## src/verilog/ir_remote_pkg.sv

```systemverilog
package ir_remote_pkg;

   // ----------------------------------------------------------------
   // register indices (byte address is four times the index)
   // ----------------------------------------------------------------
   localparam logic [15:0] CLOCK_CONTROL_IDX = 16'h0720;
   localparam logic [15:0] COUNTER_CONTROL_IDX = 16'h0722;
   localparam logic [15:0] DATA_COUNTER_VALUE_IDX = 16'h0724;
   localparam logic [15:0] ACTIVE_LENGTH_IDX = 16'h0726;
   localparam logic [15:0] CYCLE_LENGTH_IDX = 16'h0728;
   localparam logic [15:0] STATUS_FLAGS_IDX = 16'h072A;
   localparam logic [15:0] INTERRUPT_MASK_IDX = 16'h072C;
   localparam int ADDR_W = 16;
   localparam int IDX_LSB = 2;

   // ----------------------------------------------------------------
   // field positions
   // ----------------------------------------------------------------
   localparam int SOURCE_SELECT_BIT = 0;
   localparam int DIVIDER_SELECT_LSB = 4;
   localparam int DIVIDER_SELECT_MSB = 7;
   localparam int BLOCK_ENABLE_BIT = 0;
   localparam int SOFT_RESET_BIT = 1;
   localparam int ONE_SHOT_SELECT_BIT = 2;
   localparam int COMPARE_BUFFER_ENABLE_BIT = 3;
   localparam int OUTPUT_INVERT_BIT = 4;
   localparam int COUNTER_RUN_BIT = 8;
   localparam int COUNTER_PRESET_BIT = 9;
   localparam int ACTIVE_COMPARE_FLAG_BIT = 0;
   localparam int CYCLE_COMPARE_FLAG_BIT = 1;
   localparam int COUNTER_RUNNING_FLAG_BIT = 10;

   // ----------------------------------------------------------------
   // widths, reset values, divider limits
   // ----------------------------------------------------------------
   localparam int REG_W = 16;
   localparam int DIV_W = 4;
   localparam int PRESCALE_W = 15;
   localparam logic [REG_W-1:0] REG_RESET = 16'h0000;
   localparam logic [REG_W-1:0] CLOCK_CONTROL_WMASK = 16'h00F1; // writable clocking bits
   localparam logic [DIV_W-1:0] SLOW_MAX_CODE = 4'h8;
   localparam logic [DIV_W-1:0] CODE_UNDIVIDED = 4'h0;

endpackage

```

## src/verilog/ir_tick_divider.sv

```systemverilog
`timescale 1ns/1ns
`default_nettype none
module ir_tick_divider
(
   input  wire logic                                   clk,
   input  wire logic                                   rst_n,
   input  wire logic                                   clk_en,
   input  wire logic                                   clear,
   input  wire logic                                   fast_osc,
   input  wire logic                                   slow_osc,
   input  wire logic                                   slow_source,
   input  wire logic [ir_remote_pkg::DIV_W-1:0]        code,
   output logic                                        step
);

   logic [ir_remote_pkg::PRESCALE_W-1:0] prescale_reg;
   logic [ir_remote_pkg::DIV_W-1:0]      eff_code;
   logic [ir_remote_pkg::PRESCALE_W-1:0] mask;
   logic [2:0]                           fast_sync_reg;
   logic [2:0]                           slow_sync_reg;
   logic                                 src_tick;

   // ----------------------------------------------------------------
   // oscillator inputs
   // ----------------------------------------------------------------
   // two-stage synchronisers, third stage only for edge detection;
   // frozen while disabled, so software soft-resets after re-enabling
   always_ff @(posedge clk)
   begin
      if (!rst_n)
      begin
         fast_sync_reg <= '0;
         slow_sync_reg <= '0;
      end
      else if (clk_en)
      begin
         fast_sync_reg <= {fast_sync_reg[1:0], fast_osc};
         slow_sync_reg <= {slow_sync_reg[1:0], slow_osc};
      end
   end

   // source edge; source must run below half the core rate
   assign src_tick = slow_source ? (slow_sync_reg[1] && !slow_sync_reg[2])
                                 : (fast_sync_reg[1] && !fast_sync_reg[2]);

   // ----------------------------------------------------------------
   // ratio select
   // ----------------------------------------------------------------
   // slow source above its top code runs undivided
   always_comb
   begin
      if (slow_source && (code > ir_remote_pkg::SLOW_MAX_CODE))
      begin
         eff_code = ir_remote_pkg::CODE_UNDIVIDED;
      end
      else
      begin
         eff_code = code;
      end
      mask = ~({ir_remote_pkg::PRESCALE_W{1'b1}} << eff_code);
   end

   // prescaler counts source ticks; step fires every 2^eff_code ticks
   always_ff @(posedge clk)
   begin
      if (!rst_n)
      begin
         prescale_reg <= '0;
         step <= 1'b0;
      end
      else if (clk_en)
      begin
         if (clear)
         begin
            prescale_reg <= '0;
            step <= 1'b0;
         end
         else if (src_tick)
         begin
            step <= ((prescale_reg & mask) == mask);
            prescale_reg <= (prescale_reg & mask) == mask ? '0 : prescale_reg + 1'b1;
         end
         else
         begin
            step <= 1'b0;
         end
      end
   end

endmodule // ir_tick_divider
`default_nettype wire

```

## src/verilog/ir_remote_data_signal_generator.sv

```systemverilog
// What this block does
// - fast source divides by two to code
// - source bit picks oscillator; slow codes above 8 run undivided
// - one-shot stops after cycle, else repeats
// - soft reset clears counters, flags, self-clears
// - enable bit gates all counting
// - output active when running and counter is zero
// - output inactive past active length
// - invert bit selects active level
// - cycle ends on the step taken at cycle length
//
// The APB interface to the registers was chosen for this implementation.
`timescale 1ns/1ns
`default_nettype none
module ir_remote_data_signal_generator
(
   input  wire logic                                   CORE_CLK,
   input  wire logic                                   RST_N,
   input  wire logic                                   CLK_EN,
   input  wire logic                                   PSEL,
   input  wire logic                                   PENABLE,
   input  wire logic                                   PWRITE,
   input  wire logic [ir_remote_pkg::ADDR_W-1:0]       PADDR,
   input  wire logic [31:0]                            PWDATA,
   input  wire logic [3:0]                             PSTRB,
   output logic      [31:0]                            PRDATA,
   output logic                                        PREADY,
   output logic                                        PSLVERR,
   input  wire logic                                   FAST_INTERNAL_OSCILLATOR,
   input  wire logic                                   LOW_SPEED_OSCILLATOR,
   output logic                                        IR_OUTPUT_PIN,
   output logic                                        IRQ
);

   localparam int W = ir_remote_pkg::REG_W;

   logic [W-1:0]  clock_control_reg;
   logic          block_enable_reg, soft_reset_reg, one_shot_select_reg;
   logic          compare_buffer_enable_reg, output_invert_reg;
   logic          counter_run_reg, counter_preset_reg;
   logic [W-1:0]  data_counter_reg, active_length_reg, cycle_length_reg;
   logic [1:0]    flags_reg, mask_reg;
   logic [15:0]   idx;
   logic          access, wr, mapped;
   logic [W-1:0]  wdata, read_word;
   logic          step, count_step, cycle_end, active_end, out_active, counter_clear;

   // ----------------------------------------------------------------
   // helpers
   // ----------------------------------------------------------------
   // byte-lane merge so software may write low byte then high byte
   function automatic logic [W-1:0] merge(input logic [W-1:0] old_val,
                                          input logic [W-1:0] new_val,
                                          input logic [1:0]   lanes);
      merge = {lanes[1] ? new_val[15:8] : old_val[15:8],
               lanes[0] ? new_val[7:0] : old_val[7:0]};
   endfunction

   // write of a single control bit on lane 0 or 1
   function automatic logic bit_written(input logic [W-1:0] data,
                                        input logic [1:0]   lanes,
                                        input int           pos);
      bit_written = lanes[pos / 8] && data[pos];
   endfunction

   // ----------------------------------------------------------------
   // apb decode
   // ----------------------------------------------------------------
   assign idx = PADDR >> ir_remote_pkg::IDX_LSB;
   assign access = PSEL && PENABLE;
   assign wr = access && PWRITE && PREADY;
   assign wdata = PWDATA[W-1:0];

   // read mux; unused and reserved bits return zero
   always_comb
   begin
      read_word = '0;
      mapped = 1'b1;
      case (idx)
         ir_remote_pkg::CLOCK_CONTROL_IDX:
            read_word = clock_control_reg;
         ir_remote_pkg::COUNTER_CONTROL_IDX:
         begin
            read_word[ir_remote_pkg::BLOCK_ENABLE_BIT] = block_enable_reg;
            read_word[ir_remote_pkg::SOFT_RESET_BIT] = soft_reset_reg;
            read_word[ir_remote_pkg::ONE_SHOT_SELECT_BIT] = one_shot_select_reg;
            read_word[ir_remote_pkg::COMPARE_BUFFER_ENABLE_BIT] = compare_buffer_enable_reg;
            read_word[ir_remote_pkg::OUTPUT_INVERT_BIT] = output_invert_reg;
            read_word[ir_remote_pkg::COUNTER_RUN_BIT] = counter_run_reg;
            read_word[ir_remote_pkg::COUNTER_PRESET_BIT] = counter_preset_reg;
         end
         ir_remote_pkg::DATA_COUNTER_VALUE_IDX:
            read_word = data_counter_reg;
         ir_remote_pkg::ACTIVE_LENGTH_IDX:
            read_word = active_length_reg;
         ir_remote_pkg::CYCLE_LENGTH_IDX:
            read_word = cycle_length_reg;
         ir_remote_pkg::STATUS_FLAGS_IDX:
         begin
            read_word[ir_remote_pkg::CYCLE_COMPARE_FLAG_BIT] = flags_reg[1];
            read_word[ir_remote_pkg::ACTIVE_COMPARE_FLAG_BIT] = flags_reg[0];
            read_word[ir_remote_pkg::COUNTER_RUNNING_FLAG_BIT] = counter_run_reg;
         end
         ir_remote_pkg::INTERRUPT_MASK_IDX:
            read_word[1:0] = mask_reg;
         default:
            mapped = 1'b0;
      endcase
   end

   // one wait state: ready rises the cycle after the access phase opens
   always_ff @(posedge CORE_CLK)
   begin
      if (!RST_N)
      begin
         PREADY <= 1'b0;
         PRDATA <= '0;
         PSLVERR <= 1'b0;
      end
      else if (CLK_EN)
      begin
         PREADY <= access && !PREADY;
         PRDATA <= {16'h0000, read_word};
         PSLVERR <= access && !PREADY && !mapped;
      end
   end

   // ----------------------------------------------------------------
   // divided count tick
   // ----------------------------------------------------------------
   // prescaler restarts when counting is held or cleared while the block is enabled
   assign counter_clear = soft_reset_reg || counter_preset_reg || !counter_run_reg;

   ir_tick_divider u_divider
   (
      .clk         (CORE_CLK),
      .rst_n       (RST_N),
      .clk_en      (CLK_EN && block_enable_reg),
      .clear       (counter_clear),
      .fast_osc    (FAST_INTERNAL_OSCILLATOR),
      .slow_osc    (LOW_SPEED_OSCILLATOR),
      .slow_source (clock_control_reg[ir_remote_pkg::SOURCE_SELECT_BIT]),
      .code        (clock_control_reg[ir_remote_pkg::DIVIDER_SELECT_MSB:
                                      ir_remote_pkg::DIVIDER_SELECT_LSB]),
      .step        (step)
   );

   // operating clock only reaches the counter while enabled
   assign count_step = step && block_enable_reg && counter_run_reg
                    && !soft_reset_reg && !counter_preset_reg;
   assign cycle_end = count_step && (data_counter_reg == cycle_length_reg);
   assign active_end = count_step && (data_counter_reg == active_length_reg);
   assign out_active = counter_run_reg && (data_counter_reg <= active_length_reg);

   // ----------------------------------------------------------------
   // configuration registers
   // ----------------------------------------------------------------
   // clocking is not locked by hardware; software keeps it still while running
   always_ff @(posedge CORE_CLK)
   begin
      if (!RST_N)
      begin
         clock_control_reg <= ir_remote_pkg::REG_RESET;
         active_length_reg <= ir_remote_pkg::REG_RESET;
         cycle_length_reg <= ir_remote_pkg::REG_RESET;
         mask_reg <= '0;
      end
      else if (CLK_EN && wr)
      begin
         case (idx)
            ir_remote_pkg::CLOCK_CONTROL_IDX:
               clock_control_reg <= merge(clock_control_reg, wdata, PSTRB[1:0])
                                  & ir_remote_pkg::CLOCK_CONTROL_WMASK;
            ir_remote_pkg::ACTIVE_LENGTH_IDX:
               active_length_reg <= merge(active_length_reg, wdata, PSTRB[1:0]);
            ir_remote_pkg::CYCLE_LENGTH_IDX:
               cycle_length_reg <= merge(cycle_length_reg, wdata, PSTRB[1:0]);
            ir_remote_pkg::INTERRUPT_MASK_IDX:
               if (PSTRB[0])
                  mask_reg <= wdata[1:0];
            default:
               mask_reg <= mask_reg;
         endcase
      end
   end

   // mode bits of the counter control word
   always_ff @(posedge CORE_CLK)
   begin
      if (!RST_N)
      begin
         block_enable_reg <= 1'b0;
         one_shot_select_reg <= 1'b0;
         compare_buffer_enable_reg <= 1'b0;
         output_invert_reg <= 1'b0;
      end
      else if (CLK_EN && wr && (idx == ir_remote_pkg::COUNTER_CONTROL_IDX) && PSTRB[0])
      begin
         block_enable_reg <= wdata[ir_remote_pkg::BLOCK_ENABLE_BIT];
         one_shot_select_reg <= wdata[ir_remote_pkg::ONE_SHOT_SELECT_BIT];
         compare_buffer_enable_reg <= wdata[ir_remote_pkg::COMPARE_BUFFER_ENABLE_BIT];
         output_invert_reg <= wdata[ir_remote_pkg::OUTPUT_INVERT_BIT];
      end
   end

   // ----------------------------------------------------------------
   // soft reset, preset, run
   // ----------------------------------------------------------------
   // soft reset and preset self-clear after one cycle; run holds until written, soft reset or one-shot end
   always_ff @(posedge CORE_CLK)
   begin
      if (!RST_N)
      begin
         soft_reset_reg <= 1'b0;
         counter_preset_reg <= 1'b0;
         counter_run_reg <= 1'b0;
      end
      else if (CLK_EN)
      begin
         soft_reset_reg <= wr && (idx == ir_remote_pkg::COUNTER_CONTROL_IDX)
            && bit_written(wdata, PSTRB[1:0], ir_remote_pkg::SOFT_RESET_BIT);
         if (soft_reset_reg)
         begin
            counter_preset_reg <= 1'b0;
            counter_run_reg <= 1'b0;
         end
         else
         begin
            counter_preset_reg <= wr && (idx == ir_remote_pkg::COUNTER_CONTROL_IDX)
               && block_enable_reg
               && bit_written(wdata, PSTRB[1:0], ir_remote_pkg::COUNTER_PRESET_BIT);
            if (wr && (idx == ir_remote_pkg::COUNTER_CONTROL_IDX) && PSTRB[1]
                && block_enable_reg)
            begin
               counter_run_reg <= wdata[ir_remote_pkg::COUNTER_RUN_BIT];
            end
            else if (cycle_end && one_shot_select_reg)
            begin
               counter_run_reg <= 1'b0;
            end
         end
      end
   end

   // ----------------------------------------------------------------
   // data counter and flags
   // ----------------------------------------------------------------
   // counts 0..cycle length, wraps in repeat mode, parks at zero in one-shot
   always_ff @(posedge CORE_CLK)
   begin
      if (!RST_N)
         data_counter_reg <= '0;
      else if (CLK_EN)
      begin
         if (soft_reset_reg || counter_preset_reg)
            data_counter_reg <= '0;
         else if (cycle_end)
            data_counter_reg <= '0;
         else if (count_step)
            data_counter_reg <= data_counter_reg + 1'b1;
      end
   end

   // sticky flags: a compare event wins over a same-cycle write-one clear
   always_ff @(posedge CORE_CLK)
   begin
      if (!RST_N)
      begin
         flags_reg <= '0;
      end
      else if (CLK_EN)
      begin
         if (soft_reset_reg)
            flags_reg <= '0;
         else
            flags_reg <= (flags_reg
               & ~((wr && (idx == ir_remote_pkg::STATUS_FLAGS_IDX) && PSTRB[0])
                   ? wdata[1:0] : 2'h0))
               | {cycle_end, active_end};
      end
   end

   // registered pin and interrupt
   always_ff @(posedge CORE_CLK)
   begin
      if (!RST_N)
      begin
         IR_OUTPUT_PIN <= 1'b0;
         IRQ <= 1'b0;
      end
      else if (CLK_EN)
      begin
         IR_OUTPUT_PIN <= out_active ^ output_invert_reg;
         IRQ <= |(flags_reg & mask_reg);
      end
   end
endmodule // ir_remote_data_signal_generator
`default_nettype wire

```

## config.mk

```make
export PLATFORM = sky130hd
export DESIGN_NAME = ir_remote_data_signal_generator
export DESIGN_NICKNAME = d
export VERILOG_FILES = /design/src/verilog/ir_remote_pkg.sv /design/src/verilog/ir_tick_divider.sv /design/src/verilog/ir_remote_data_signal_generator.sv
export SDC_FILE = /design/constraint.sdc
export NUM_CORES = 1
export LEC_CHECK = 0
export BUFFER_PORTS_ARGS = -buffer_cell sky130_fd_sc_hd__buf_4
export CORE_ASPECT_RATIO = 1.1
export CORE_MARGIN = 2
export CORE_UTILIZATION = 51
export DETAILED_ROUTE_END_ITERATION = 10
export GPL_ROUTABILITY_DRIVEN = 0
export GPL_TIMING_DRIVEN = 0
export PLACE_DENSITY = 0.72
export SLEW_MARGIN = 15
export SYNTH_ARGS = -nofsm -noshare
export SYNTH_HDL_FRONTEND = slang
export SYNTH_HIERARCHICAL = 1
export SYNTH_SLANG_ARGS = --single-unit
```

## constraint.sdc

```tcl
create_clock -name CORE_CLK -period 2.68 [get_ports CORE_CLK]
set_input_delay 0.134 -clock CORE_CLK [delete_from_list [all_inputs] [get_ports CORE_CLK]]
set_output_delay 0.134 -clock CORE_CLK [all_outputs]
set_load 0.03 [all_outputs]
```

==> Word level (Yosys, flattened, before mapping) <==
Cells that the tools add are included.
{ "totals": {"reg_bits": 106, "romBits": 0, "mem_count": 0, "ramBits": 0, "inputBits": 60, "elab_cells": 122, "out_inout_bits": 36, "latchBits": 0} }
{ "classes": {"div": 0, "muxes": 23, "eq_ne": 10, "n_reduce_logical": 53, "n_bitwise": 7, "shift": 1, "addsub": 2, "n_mul": 0, "order_cmp": 2} }
{ "ops": {"columns": ["cell", "n"], "rows": [
  ["$eq 14x11->1 const B", 7],
  ["$mux 16", 3],
  ["$mux 15", 3],
  ["$eq 16x16->1", 2],
  ["$logic_and 1x1->1", 30],
  ["$reduce_and 3->1", 6],
  ["$add 16x1->16 const B", 1],
  ["$le 16x16->1", 1],
  ["$add 15x1->15 const B", 1],
  ["$and 15x15->15", 1],
  ["$eq 15x15->1", 1],
  ["$not 15->15", 1],
  ["$pmux 3 s5", 1],
  ["$pmux 5 s3", 1],
  ["$shl 15x4->15 const A", 1],
  ["$pmux 2 s7", 1],
  ["$pmux 3 s4", 1],
  ["$mux 1", 8],
  ["$pmux 2 s4", 1],
  ["$logic_not 1->1", 7],
  ["$reduce_or 7->1", 1],
  ["$reduce_and 2->1", 3],
  ["$reduce_bool 3->1", 2],
  ["$and 2x2->2", 2],
  ["other kinds (10)", 12]
]} }

==> Logic depth before layout (Yosys ltp) <==
Gate-level depths: netlist (run 1).
{ "depth": {"depth_word": 10, "depth_mapped": 12} }

==> Modules after synthesis <==
Netlist (run 1), hierarchy kept.
{ "by_module_without_submodules": {"columns": ["module", "area_each_um2", "cells_each", "n_inst", "seq_area_each_um2"], "rows": [
  ["ir_remote_data_signal_generator", 4734.5, 536, 1, 1681.6],
  ["ir_tick_divider", 1253.7, 156, 1, 440.4]
]} }

==> Worst setup path after synthesis (run 1) <==
Ideal clock, no wire load.
{ "synth_path": {"path_type": "input port to flip-flop", "start": "in CLK_EN", "end": "reg u_divider/prescale_reg[8] (netlist bit)", "setup_slack_ns": 0.288, "arrival_ns": 2.296, "cell_stages": 12, "setup_time_ns": 0.095, "path_cell_list": "clkbuf_1 > clkbuf_1 > buf_1 > and2_1 > buf_2 > inv_1 > nor3b_2 > nand2_1 > a21oi_4 > buf_6 > nand3_1 > o311ai_1"} }
{ "synth_between": {"elab_chain_cells": 2} }
{ "synth_rtl": {"columns": ["element", "line", "rtl"], "rows": [
  ["from (decl)", "ir_remote_data_signal_generator.sv:19", "input wire logic CLK_EN,"],
  ["$logic_and 1x1->1", "ir_remote_data_signal_generator.sv:138", ".clk_en (CLK_EN && block_enable_reg),"],
  ["$reduce_and 2->1 (no line)", null, null],
  ["to (signal assigned)", "ir_tick_divider.sv:81", "prescale_reg <= (prescale_reg & mask) == mask ? '0 : prescale_reg + 1'b1;"],
  ["to (decl)", "ir_tick_divider.sv:16", "logic [ir_remote_pkg::PRESCALE_W-1:0] prescale_reg;"]
]} }
No other way between the ends.
A chain may end at the register's enable or synchronous reset.

==> Worst setup path in the final report (run 1) <==
{ "layout_path": {"start": "in PADDR[13] (netlist bit)", "end": "reg active_length_reg[3]"} }
{ "layout_between": {"elab_chain_cells": 2} }
{ "layout_rtl": {"columns": ["element", "line", "rtl"], "rows": [
  ["from (decl)", "ir_remote_data_signal_generator.sv:23", "input wire logic [ir_remote_pkg::ADDR_W-1:0] PADDR,"],
  ["$eq 14x11->1", "ir_remote_data_signal_generator.sv:170", "case (idx)"],
  ["$reduce_and 3->1 (no line)", null, null],
  ["to (signal assigned)", "ir_remote_data_signal_generator.sv:164", "active_length_reg <= ir_remote_pkg::REG_RESET;"],
  ["to (signal assigned)", "ir_remote_data_signal_generator.sv:175", "active_length_reg <= merge(active_length_reg, wdata, PSTRB[1:0]);"],
  ["to (decl)", "ir_remote_data_signal_generator.sv:41", "logic [W-1:0] data_counter_reg, active_length_reg, cycle_length_reg;"]
]} }
No other way between the ends.

==> results.cfg, run 1 <==
[sta]
finalSetupTns_ns = 0
setup_viol = 0
slew_headroom = 0.449
worst_slew_pin_slew_ns = 0.820
rsz0062_at_grt = false
holdWs_ns = 0.0172
hold_viol = 0
drv_slew = 0
fmax_mhz = 395
finClkSkew_ns = 0.00655
period_minus_slack_ns = 2.53
finalCritPeriodShare = 0.945

[drt]
first_pass_iters = 9
drc = 0
wl_per_cell_um = 17.9
vias = 5454
vias_per_cell = 5.85
drt_iter0_drc = 456
routed_wl_um = 16700
ant_nets = 0

[logic_synthesis]
synth_cell_types = 68
ys_seq_area_frac = 0.354
synthArstFlopShare = 0
syn_inst = 692
synthTopCellsByArea = dfxtp_1, mux2i_1, nor2b_1
synth_ff_type = dfxtp_1
synth_most_common_cell = dfxtp_1
yosysWarnings = 6
synth_top_area_share = 0.354
ys_ff_latch = 106
avgSynthCellArea_um2 = 8.65
syn_area_um2 = 5990
synth_common_cells = dfxtp_1, mux2i_1, nor2b_1
yosysTopAreaCell = dfxtp_1
synth_edf_count = 0

[finish]
nNetsFinal = 855
drive_gt1_frac = 0.157
antenna_cells = 0
area_delta_synth_final_pct = 17.1

[cts]
clockRootBuffer = clkbuf_16
insertion_delay_ns = 0.36
cts_tree = yes
numClockSinks = 106
hold_buffers = 0
clk_path_buf_depth = 2
clk_pin_slew_worst_paths_ns = 0.07
h-tree-depth = 3
numCtsBuffers = 9

[setup_path]
cp.required_ns = 2.93
crit_path_end_kind = flop
critPathKind = in -> reg
start_kind = input port
cp_data_arrival_time_ns = 2.79
worstPathMaxFanout = 8

[grt]
grt_usage = 0.268
grt_pass1_wl_um = 26500
grt_pass1_vias = 5339
grt_max_degree = 19
grt_remaining_overflow = 0
antenna_found_initial = 0

[power_and_ir_drop]
power_density_nw_per_um2 = 455
seq_power_share = 0.495
switchingPower_uw = 768
combinationalPowerShare = 0.070
peakVddDrop_v = 0.000492
clkPwrFrac = 0.436
p_sw_frac = 0.241
power.leakage_nw = 2.65
internal-power_mw = 2.42

[place]
io_buffers = 56
post-dp-hpwl_um = 12600

[worst_hold_path]
hp-class = in -> reg

[outcome]
status = complete, no violations

[die]
die_width_um = 107
ios = 96
initial_core_util = 0.523
fp.dieH_um = 118
rows = 41
placeableCoreArea_um2 = 11400
die-area_um2 = 12600

[flow_run]
cap_viol_max_count = 0
-- final timing paths --
check        slack [ns]                 start  cells past startpoint                          to
max                0.15             PADDR[13]                      7        active_length_reg[3]
min                0.02  LOW_SPEED_OSCILLATOR                      3  u_divider/slow_sync_reg[0]
max reg2reg        0.27  data_counter_reg[11]                      7        data_counter_reg[10]
min reg2reg        0.47             PRDATA[1]                      1                   PRDATA[1]
-- power by group through the flow --
stage	clock network, mW	logic, mW	registers [mW]
floorplan	0	0.122	1.62
global placement	0	0.214	1.62
detailed placement	0	0.215	1.62
CTS	1.40	0.217	1.58
global route	1.45	0.235	1.58
finish	1.39	0.222	1.58
-- layout by cell type, fill, tap and decap left out, types with 5 or more instances in the layout --
| master | Yosys | layout |
|---|---|---|
| xnor2_1 | 6 | 6 |
| and2_1 | 5 | 5 |
| nor3_1 | 5 | 5 |
| o21ai_0 | 22 | 22 |
| mux2i_1 | 57 | 57 |
| nand2_1 | 54 | 54 |
| nor2_1 | 40 | 40 |
| a21oi_1 | 28 | 27 |
| nor4_1 | 7 | 7 |
| clkbuf_16 | 0 | 9 |
| nand4_1 | 12 | 12 |
| buf_4 | 17 | 76 |
| conb_1 | 1 | 16 |
| inv_1 | 29 | 29 |
| a22oi_1 | 17 | 17 |
| nor3b_1 | 5 | 5 |
| dfxtp_1 | 106 | 106 |
| a22o_1 | 6 | 6 |
| xor2_1 | 24 | 24 |
| a21o_1 | 8 | 8 |
| nand3_1 | 30 | 30 |
| a221oi_1 | 5 | 5 |
| ha_1 | 18 | 18 |
| or3_1 | 6 | 6 |
| nor2b_1 | 57 | 57 |
| clkbuf_1 | 26 | 24 |
| o21ai_1 | 8 | 8 |
| a21boi_0 | 6 | 6 |
| and3_1 | 12 | 12 |
| buf_2 | 5 | 6 |
-- layout make-up --
class,instances,area [um^2]
Buffer,52,284
Multi-Input combinational cell,519,3550
Fill cell,1019,4430
Inverter,30,113
Timing Repair Buffer,59,443
Tap cell,150,188
Clock inverter,6,71.3
Clock buffer,10,239
Sequential cell,106,2120
-- cell families (layout without fill, tap and decap cells) --
family                     count (synthesis)  after routing  share of synthesized area
DFF                                      106            106                      0.354
adders and majority gates                 18             18                     0.0376
AOI/OAI and AO/OA                        138            138                      0.162
buffers and inverters                     82            157                     0.0656
muxes                                     57             57                     0.0953
xor gates and xnor gates                  30             30                     0.0439
and+or+nand+nor                          260            260                      0.240
other                                      1             16                   0.000626
-- layer usage --
metal,GRT usage,up-vias,part of all wire
met5,0,-,0
met3,0.0576,63,0.078
met2,0.434,240,0.47
met1,0.326,2542,0.41
li1,-,2609,-
met4,0.151,0,0.045
-- timing repair --
action / 4_1_cts / 5_1_grt
setup endpoints to repair: 21 / 27
pin swaps: 0 / 1
gates resized for setup: 3 / 5
gates cloned: 0 / 0
endpoints found under the hold margin: 0 / 0
buffers inserted: 0 / 3
-- worst max-delay path, cell delays in order --
cell and delay [ns]:
buf_4 0.10, or4b_1 0.55, nor4_2 0.54, nand3_1 0.46, nor2_2 0.66, mux2i_1 0.27, nor2b_1 0.06
-- per-stage QoR --
step / total power, mW / cells / instance area (um^2) / setup WS [ns] / utilization
floorplan: 1.74 / 707 / 6040 / 0.288 / -
global route: 3.27 / 932 / 7010 / 0.00828 / 0.613
CTS: 3.19 / 929 / 6980 / 0.0595 / 0.610
finish: 3.19 / 932 / 7010 / 0.148 / 0.613
detailed placement: 1.83 / 913 / 6650 / -0.526 / 0.582
global placement: 1.83 / 913 / 6650 / -0.471 / 0.582
No activity file was read; power rests on OpenSTA's default activity.
==> inputs of run 2 (changes only) <==
--- a/config.mk
+++ b/config.mk
@@ -8,11 +8,11 @@
 export BUFFER_PORTS_ARGS = -buffer_cell sky130_fd_sc_hd__buf_4
 export CORE_ASPECT_RATIO = 1.1
 export CORE_MARGIN = 2
-export CORE_UTILIZATION = 51
+export CORE_UTILIZATION = 57
 export DETAILED_ROUTE_END_ITERATION = 10
 export GPL_ROUTABILITY_DRIVEN = 0
 export GPL_TIMING_DRIVEN = 0
-export PLACE_DENSITY = 0.72
+export PLACE_DENSITY = 0.79
 export SLEW_MARGIN = 15
 export SYNTH_ARGS = -nofsm -noshare
 export SYNTH_HDL_FRONTEND = slang
==> run 2 against run 1 <==
Effect of this change:
- core utilization grew 6.6 points
- flip-flop and latch count is the same
- global-route usage grew 2.9 points
- total power is essentially flat
- wire length grew 1.3%
- first-iteration DRC count grew 22%
- sequential power is essentially flat
- count of clock-buffer cells in the layout shrank 1
- critical path type is now reg -> reg
==> results.cfg, run 2 (synthesized netlist as in run 1, its figures left out) <==
[sta]
hold_viol = 0
worst_slew_pin_slew_ns = 0.785
rsz0062_at_grt = false
slew_headroom = 0.472
drv_slew = 0
fmax_mhz = 406
finClkSkew_ns = 0.0121
finalCritPeriodShare = 0.918
holdWs_ns = 0.0117
setup_viol = 0
finalSetupTns_ns = 0
period_minus_slack_ns = 2.46

[die]
initial_core_util = 0.582
rows = 39
die_width_um = 102
fp.dieH_um = 112
die-area_um2 = 11300
ios = 96
placeableCoreArea_um2 = 10300

[power_and_ir_drop]
power_mw = 3.19
power.leakage_nw = 2.66
peakVddDrop_v = 0.000339
power_density_nw_per_um2 = 457

[grt]
grt_remaining_overflow = 0
grt_pass1_vias = 5398
grt_usage = 0.297
grt_pass1_wl_um = 26600
antenna_found_initial = 0
grt_max_degree = 19

[cts]
insertion_delay_ns = 0.36
cts_tree = yes
hold_buffers = 0
clockRootBuffer = clkbuf_16
clk_pin_slew_worst_paths_ns = 0.08
clk_path_buf_depth = 2
numClockSinks = 106
numCtsBuffers = 9
h-tree-depth = 3

[worst_hold_path]
hp-class = in -> reg

[drt]
drc = 0
ant_nets = 0
vias_per_cell = 6.03
first_pass_iters = 7
drt_iter0_drc = 555
routed_wl_um = 16900
wl_per_cell_um = 18.3
vias = 5582

[place]
placedCellCount = 906
io_buffers = 56
post-dp-hpwl_um = 12400

[flow_run]
cap_viol_max_count = 0

[setup_path]
start_kind = flop
cp_data_arrival_time_ns = 2.69
cp_num_buf_inv = 2
crit_family = simple AND/OR/NAND/NOR gates
worstPathMaxFanout = 10
cp_cell_sequence = clkbuf_1 > or2_2 > nor4_1 > nand3_1 > o311ai_2 > clkbuf_2 > nor2_1
crit_path_max_incr_delay_ns = 0.49
cp.required_ns = 2.91
critPathKind = reg -> reg
crit_path_end_kind = flop
slowest_stage = o311ai_2

[finish]
nNetsFinal = 856
antenna_cells = 0
final_common_cell = dfxtp_1
drive_gt1_frac = 0.160
fin_cells = 926
final_cell_mix = dfxtp_1, buf_4, nor2b_1, mux2i_1, nand2_1
area_delta_synth_final_pct = 16.8

[outcome]
status = complete, no violations
run 2: tightest hold or removal path, delay by kind of cell:
kind / cells / cell delay (ns)
AND/OR/NAND/NOR: 1 / 0.07
multiplexers: 1 / 0.05
buffers and inverters: 1 / 0.08
run 2: timing repair:
item / CTS / global route
pin swaps: 0 / 1
gates resized for setup: 3 / 6
endpoints found under the setup margin: 20 / 25
buffers inserted: 0 / 4
run 2: routing by layer:
metal  share of wire  GRT usage  vias to the layer above
li1                -          -                     2597
met4           0.043      0.136                        0
met5               0          0                        -
met2            0.48      0.493                      302
met1            0.38      0.362                     2614
met3           0.092     0.0665                       69
run 2: per-stage QoR:
| stage | worst slack, ns | util | cell area (um^2) |
|---|---|---|---|
| final | 0.220 | 0.679 | 6990 |
| after global routing | 0.0181 | 0.679 | 6990 |
| after floorplan | 0.288 | - | 6040 |
| after detailed placement | -0.499 | 0.645 | 6640 |
| after global placement | -0.409 | 0.645 | 6640 |
| after CTS | 0.0732 | 0.676 | 6960 |
run 2: power breakdown:
part           switching, mW  leakage (nW)  internal, mW
logic                  0.135          1.66        0.0880
registers            0.00223         0.854          1.58
clock network          0.655         0.152         0.736
run 2: layout make-up:
cell class / instances / area, um^2
clock inverter: 7 / 77.6
tap: 143 / 179
sequential: 106 / 2120
multi-input combinational: 519 / 3540
buffer: 52 / 285
inverter: 30 / 113
clock buffer: 9 / 225
fill: 844 / 3300
timing repair buffer: 60 / 450
run 2: worst paths after layout:
path                        startpoint                         end  slack, ns  cells past startpoint
setup reg to reg        soft_reset_reg        data_counter_reg[10]       0.22                      7
setup / recovery        soft_reset_reg        data_counter_reg[10]       0.22                      7
hold / removal    LOW_SPEED_OSCILLATOR  u_divider/slow_sync_reg[0]       0.01                      3
hold reg to reg              PRDATA[0]                   PRDATA[0]       0.46                      1
